## src/pkg/psm_pkg.sv

```systemverilog
// constants and types for the power saving mode sequencer
package psm_pkg;
  localparam logic [7:0] PSM_HALT_OPCODE   = 8'h8e;
  localparam logic [1:0] PSM_PRIO_ALL_EN   = 2'h2;
  localparam int         PSM_DELAY_SHORT   = 256;
  localparam int         PSM_DELAY_LONG    = 4096;
  localparam int         PSM_CNT_W         = 13;
  localparam logic [3:0] PSM_DIV_RST       = 4'h0;
  localparam logic [3:0] PSM_FULL_DIV      = 4'h0;
  typedef enum logic [2:0] {
    PSM_RUN,
    PSM_WAIT,
    PSM_AHALT,
    PSM_HALT,
    PSM_STARTUP
  } psm_state_t;
endpackage

```

## src/psm_ctrl.sv

```systemverilog
// power saving mode sequencer: run, slow, wait, active-halt, halt
`timescale 1ns/10ps
`default_nettype none
module psm_ctrl
  import psm_pkg::*;
#(
  parameter int DELAY_SHORT = PSM_DELAY_SHORT,
  parameter int DELAY_LONG  = PSM_DELAY_LONG,
  parameter bit FLASH_PART  = 1'b1
) (
  input  wire logic       sys_clk_in,
  input  wire logic       reset_in,
  input  wire logic       opcode_valid_in,
  input  wire logic [7:0] opcode_in,
  input  wire logic       wfi_in,
  input  wire logic       slow_mode_enable_bit_in,
  input  wire logic [1:0] slow_prescaler_select_in,
  input  wire logic       timebase_interrupt_enable_in,
  input  wire logic       timebase_irq_in,
  input  wire logic       wake_irq_in,
  input  wire logic       ahalt_wake_irq_in,
  input  wire logic       irq_pending_in,
  input  wire logic       watchdog_enable_in,
  input  wire logic       watchdog_stop_option_in,
  input  wire logic       long_delay_option_in,
  input  wire logic [1:0] cc_prio_in,
  output logic            cpu_clk_en_out,
  output logic            periph_clk_en_out,
  output logic            timebase_clk_en_out,
  output logic            osc_enable_out,
  output logic            cc_prio_force_out,
  output logic [1:0]      cc_prio_out,
  output logic            vector_fetch_out,
  output logic            cc_push_out,
  output logic            watchdog_reset_out,
  output logic [2:0]      mode_out
);
  initial begin
    if (DELAY_SHORT < 1 || DELAY_LONG < DELAY_SHORT ||
        DELAY_LONG >= (1 << PSM_CNT_W))
      $error("psm_ctrl: delay parameters out of range");
  end

  localparam logic [PSM_CNT_W-1:0] SHORT_C = PSM_CNT_W'(DELAY_SHORT - 1);
  localparam logic [PSM_CNT_W-1:0] LONG_C  = PSM_CNT_W'(DELAY_LONG - 1);

  psm_state_t            state_q;
  logic [3:0]            div_q;
  logic                  slow_tick;
  logic [PSM_CNT_W-1:0]  dly_q;
  logic                  halt_op;
  logic                  ahalt_wake_int;
  logic                  any_wake;
  logic                  vec_q;
  logic                  push_q;
  logic                  wdg_q;
  logic                  force_q;
  logic                  want_wait;
  logic                  want_halt;
  logic                  wake_go;

  // divide ratio select; 4-bit counter covers the largest ratio of 16
  function automatic logic [3:0] psm_div_mask(input logic [1:0] sel);
    psm_div_mask = 4'((5'h2 << sel) - 5'h1);
  endfunction

  // halt opcode decode
  assign halt_op = opcode_valid_in && (opcode_in == PSM_HALT_OPCODE);
  assign want_wait = opcode_valid_in && wfi_in && !halt_op;
  assign want_halt = halt_op &&
                     !(watchdog_enable_in && !watchdog_stop_option_in &&
                       !timebase_interrupt_enable_in);
  // flash parts accept only the timebase interrupt in active-halt
  assign ahalt_wake_int = timebase_irq_in ||
                          (!FLASH_PART && ahalt_wake_irq_in);
  assign any_wake = wake_irq_in || irq_pending_in;

  // slow clock divider, free running outside halt and startup
  always_ff @(posedge sys_clk_in) begin
    if (reset_in)
      div_q <= PSM_DIV_RST;
    else if (state_q != PSM_HALT && state_q != PSM_STARTUP)
      div_q <= div_q + 4'h1;
  end

  // tick every 2^(sel+1) master cycles when slow mode is on
  assign slow_tick = !slow_mode_enable_bit_in ||
    ((div_q & psm_div_mask(slow_prescaler_select_in)) == PSM_FULL_DIV);

  // main mode sequencer
  always_ff @(posedge sys_clk_in) begin
    if (reset_in) begin
      state_q <= PSM_RUN;
      dly_q   <= '0;
    end else begin
      case (state_q)
        PSM_RUN: begin
          if (want_halt) begin
            // priority forced to 10 means a pending irq wakes halt at once; active-halt on flash parts only wakes on the timebase irq
            if (timebase_interrupt_enable_in)
              state_q <= PSM_AHALT;
            else
              state_q <= PSM_HALT;
          end else if (want_wait) begin
            state_q <= PSM_WAIT;
          end
        end
        PSM_WAIT: begin
          if (any_wake || timebase_irq_in)
            state_q <= PSM_RUN;
        end
        PSM_AHALT: begin
          // no delay on this exit; only the exit from halt counts down through startup
          if (ahalt_wake_int || irq_pending_in && timebase_irq_in)
            state_q <= PSM_RUN;
        end
        PSM_HALT: begin
          if (any_wake) begin
            state_q <= PSM_STARTUP;
            dly_q   <= long_delay_option_in ? LONG_C : SHORT_C;
          end
        end
        PSM_STARTUP: begin
          if (dly_q == '0)
            state_q <= PSM_RUN;
          else
            dly_q <= dly_q - PSM_CNT_W'(1);
        end
        default: state_q <= PSM_RUN;
      endcase
    end
  end

  // one shared wake term keeps vector fetch and cc push in lockstep
  assign wake_go = ((state_q == PSM_WAIT) && (any_wake || timebase_irq_in)) ||
                   ((state_q == PSM_AHALT) && ahalt_wake_int) ||
                   ((state_q == PSM_STARTUP) && (dly_q == '0));

  // vector fetch and cc push pulse on any interrupt wake
  always_ff @(posedge sys_clk_in) begin
    if (reset_in) begin
      vec_q  <= 1'b0;
      push_q <= 1'b0;
    end else begin
      vec_q  <= wake_go;
      push_q <= wake_go;
    end
  end

  // watchdog reset instead of halt when option says so
  // never while timebase enable selects active-halt
  always_ff @(posedge sys_clk_in) begin
    if (reset_in)
      wdg_q <= 1'b0;
    else
      wdg_q <= halt_op && watchdog_enable_in && !watchdog_stop_option_in &&
               !timebase_interrupt_enable_in;
  end

  // priority force held in wait, active-halt and halt, released during startup
  always_ff @(posedge sys_clk_in) begin
    if (reset_in)
      force_q <= 1'b0;
    else
      force_q <= (state_q == PSM_RUN) ? (want_halt || want_wait) :
                 (state_q != PSM_STARTUP) && !vec_q;
  end

  // clock gating; wait keeps slow tick on peripherals
  assign cpu_clk_en_out      = (state_q == PSM_RUN) && slow_tick;
  assign periph_clk_en_out   = (state_q == PSM_RUN ||
                                state_q == PSM_WAIT) && slow_tick;
  assign timebase_clk_en_out = (state_q != PSM_HALT &&
                                state_q != PSM_STARTUP);
  assign osc_enable_out      = (state_q != PSM_HALT);
  assign cc_prio_force_out   = force_q;
  assign cc_prio_out         = force_q ? PSM_PRIO_ALL_EN : cc_prio_in;
  assign vector_fetch_out    = vec_q;
  assign cc_push_out         = push_q;
  assign watchdog_reset_out  = wdg_q;
  assign mode_out            = 3'(state_q);
endmodule
`default_nettype wire

```

## config.mk

```make
export PLATFORM = sky130hd
export DESIGN_NAME = psm_ctrl
export DESIGN_NICKNAME = d
export VERILOG_FILES = /design/src/pkg/psm_pkg.sv /design/src/psm_ctrl.sv
export SDC_FILE = /design/constraint.sdc
export NUM_CORES = 1
export LEC_CHECK = 0
export BUFFER_PORTS_ARGS = -buffer_cell sky130_fd_sc_hd__buf_2
export CAP_MARGIN = 20
export CELL_PAD_IN_SITES_DETAIL_PLACEMENT = 1
export CELL_PAD_IN_SITES_GLOBAL_PLACEMENT = 2
export CORE_ASPECT_RATIO = 0.5
export CORE_MARGIN = 4
export CORE_UTILIZATION = 29
export CTS_CLUSTER_SIZE = 14
export DETAILED_ROUTE_END_ITERATION = 6
export PLACE_DENSITY_LB_ADDON = 0.08
export SLEW_MARGIN = 10
export SYNTH_ARGS = -nofsm -noshare
export SYNTH_HDL_FRONTEND = slang
export SYNTH_SLANG_ARGS = --single-unit
```

## constraint.sdc

```tcl
create_clock -name sys_clk_in -period 2 [get_ports sys_clk_in]
set_input_delay 0.3 -clock sys_clk_in [delete_from_list [all_inputs] [get_ports sys_clk_in]]
set_output_delay 0.3 -clock sys_clk_in [all_outputs]
set_load 0.02 [all_outputs]
```

==> results.txt <==
- Top-level I/O count: 38
- Clock skew: 2.480 ps
* Remaining routing DRC violations: 0
- DR pass1 iterations: 4
- Worst hold-check path type: input port to flip-flop
* Master cell of the clock root buffer: sky130_fd_sc_hd__clkbuf_8
- The slowest stage of the critical path is the sky130_fd_sc_hd__or4_1 cell.
- CTS tree: yes
- The Yosys step of the flow raised 0 warnings.
* Stage delay of the slowest cell on the critical path: 670 ps
* Count of antenna-violating nets left after detailed routing: 0
- The run finished with clean final reports.
- In this run the power density over the cells is 517.3 nW/um2.
- Number of H-tree levels: 1
- WP data required: 2130 ps
- After the first detailed-routing iteration, the DRC count stood at 18.
- Detailed placement HPWL: around 2.9 mm
* Post-synth top area cell: sky130_fd_sc_hd__dfxtp_1
- Cells after Synth: approximately 160
- At the end of the flow the core is filled with cells to approximately two fifths.
* Post-layout power: around 900 uW
- Die Area: 5838 um2
- Number of enable flip-flop cells after synthesis: 0
* Final worst path period need: roughly 1800 ps
- OpenSTA, run right after detailed placement, puts the worst setup slack at approximately 20 ps.
- Most common cell in the synthesized netlist: sky130_fd_sc_hd__dfxtp_1
- Std cell rows: 17
- Setup repair after global routing missed its margin: false
- Ys async rst share: 0%
* Gr usage total: about 13%
* Buf/Inv on CP: 1
* Peak VDD IR: around 0.23 mV
- Routed length per placed instance: around 14 um
- Number of slew-limit violations in the final report: 0
* Top cell types by occurrence after synthesis: sky130_fd_sc_hd__dfxtp_1 (23), sky130_fd_sc_hd__nor2_1 (18), sky130_fd_sc_hd__nand2_1 (17), sky130_fd_sc_hd__a21oi_1 (13), sky130_fd_sc_hd__xor2_1 (8)
* Fin nets: 230
- Area of the core region: 4424 um2
* Die span in x: ~100 um
- The number of hold buffers added after CTS was 0.
- At the end of routability-driven placement, the weighted congestion stood at about 0.75.
- Data arrival at the endpoint of the critical path: ~2000 ps
* Top_reg_cell synth: sky130_fd_sc_hd__dfxtp_1
* Top-area cell type share of the netlist area: 34.36%
- Traced cell by cell, the critical path runs through buf_4 > or4_1 > nor4_1 > nand2_1 > xor2_1 > a21oi_1.
- Vias post-DR: between 1000 and 1500
- Cts repair resizes: 0
* Die boundary height: roughly 56 um
- Counting flops and latches in the post-synthesis netlist gives 23.
- Setup violations remaining at the end of the flow were counted as 0.
- Of all nets on the critical path, the largest fanout is 6.
- Avg Cell Area, Syn: 8.645 um2
* Largest net degree at the start of global routing: 24
- By area the synthesized netlist is led by sky130_fd_sc_hd__dfxtp_1 (34%), sky130_fd_sc_hd__xor2_1 (5.2%), sky130_fd_sc_hd__nor2_1 (5.0%).
- CP Capture Type: flip-flop
- Among cell families on the critical path, the largest total delay comes from simple AND/OR/NAND/NOR gates.
- Global route total overflow: 0
- Critical Setup Path Class: flip-flop to flip-flop
* CTS buffer count: 3
* Global-route wire length before repair: approximately 6.2 mm
* Synthesis-to-layout area growth: 26.33%
- Number of max-cap violations: 0
- Fill cell instance count of the final layout: 556
- Clock-pin slew was measured on the worst setup and hold paths at ~90 ps.
- The clock passes through at most 2 buffers.
- Antenna diodes: 0
* Aggregate negative setup slack: 0 ps
- Netlist Area Pre-Place: 1340 um2
- After layout, the worst setup slack is 176.9 ps.
- Final Hold Slack: 330.0 ps
- Post-CTS timing repair inserted 0 buffers for setup.
* Port Buffers: 36
- CTS saw 23 sinks.
- Maximum operating frequency: about 550 MHz
* Initial antenna violation count: 0
* Relative slew slack: 55.08%
- Summed over all layers, the routed wires come to ~3.6 mm.
- Number of hold violations in the final report: 0
- Of the available clock period, the critical path in the final layout requires 91.15%.
- After detailed routing, the number of vias per cell comes to just under 5.
* Effective utilization at floorplan: 30.29%
- Net count of the mapped netlist: ~180
- For this design the static power due to leakage is 0.0007037 uW.
- Insertion delay to the later sink of the worst-skew pair: roughly 260 ps
- STA classifies the critical path startpoint as a flip-flop.
- Summing the sequential cell areas from Yosys gives 34.36% of the chip area.
* Fraction of final layout cells sized beyond drive strength 1: between 30% and 40%
* Slew of the pin with the lowest slew margin: ~670 ps
- Number of global-route vias before repair: about 1300
- Library cells used by synthesis: 46
worst min-delay path, stage by stage:
cell,delay (ps)
sky130_fd_sc_hd__buf_2,70
sky130_fd_sc_hd__or3b_2,130
sky130_fd_sc_hd__nor3b_1,50
registers in the layout, indices dropped and copies added, names as in the netlist:
name                count
dly_q                  13
div_q                   4
mode_out                3
cc_prio_force_out       1
cc_push_out             1
watchdog_reset_out      1
metal layers:
layer  global-route usage, %  vias up  part of all wire (%)
met1                   18.04      593                    53
met3                   4.171        2                   5.9
li1                        -      654                     -
met2                   19.39       33                    41
met5                       0        -                     0
met4                   1.136        0                  0.33
where the power goes:
part | internal [uW] | switching (uW) | leakage [uW]
Combinational | 48.2 | 56.9 | 0.000495
Clock | 142 | 154 | 0.0000228
Sequential | 466 | 8.80 | 0.000186
cell families (layout without fill, tap and decap cells):
kind of cell	Yosys count	after routing	share of synthesized area, %
and+or+nand+nor	67	67	29.50
AOI/OAI and AO/OA	39	39	19.98
adders and majority gates	3	3	2.801
muxes	2	2	1.867
DFF	23	23	34.36
buffers and inverters	12	58	5.602
xor gates and xnor gates	9	9	5.883
stage by stage:
stage,instances,area [um2]
6_report,258,1693
5_1_grt,258,1693
4_1_cts,258,1685
3_5_place_dp,254,1640
3_3_place_gp,254,1640
2_1_floorplan,155,1340
cell type report:
cell class                      count  area (um2)  area share, %
Sequential cell                    23       460.4          27.20
Clock buffer                        4       45.04          2.661
Timing Repair Buffer               51       292.8          17.29
Tap cell                           57       71.32          4.213
Inverter                            3       11.26         0.6652
Multi-Input combinational cell    120       812.0          47.97
path summary, 6_finish.rpt:
check	from	to	slack, ps	depth (start not counted)
setup / recovery	dly_q[0]$_SDFFE_PP0P_	dly_q[7]$_SDFFE_PP0P_	180	6
hold / removal	watchdog_stop_option_in	watchdog_reset_out$_SDFF_PP0_	330	3
hold reg to reg	dly_q[11]$_SDFFE_PP0P_	dly_q[11]$_SDFFE_PP0P_	510	2
setup reg to reg	dly_q[0]$_SDFFE_PP0P_	dly_q[7]$_SDFFE_PP0P_	180	6
placed cells by master, fill, tap and decap left out, types with 3 or more instances in the layout:
| cell | instances |
|---|---|
| sky130_fd_sc_hd__ha_1 | 3 |
| sky130_fd_sc_hd__o21ai_0 | 5 |
| sky130_fd_sc_hd__dfxtp_1 | 23 |
| sky130_fd_sc_hd__clkbuf_8 | 3 |
| sky130_fd_sc_hd__o31ai_1 | 4 |
| sky130_fd_sc_hd__buf_2 | 36 |
| sky130_fd_sc_hd__a211oi_1 | 3 |
| sky130_fd_sc_hd__nor2b_1 | 4 |
| sky130_fd_sc_hd__nand2_1 | 17 |
| sky130_fd_sc_hd__a21oi_1 | 13 |
| sky130_fd_sc_hd__nor3_1 | 5 |
| sky130_fd_sc_hd__xor2_1 | 8 |
| sky130_fd_sc_hd__buf_4 | 15 |
| sky130_fd_sc_hd__nor2_1 | 17 |
| sky130_fd_sc_hd__inv_1 | 3 |
| sky130_fd_sc_hd__nor3b_1 | 5 |
No activity file was read; power rests on OpenSTA's default activity.
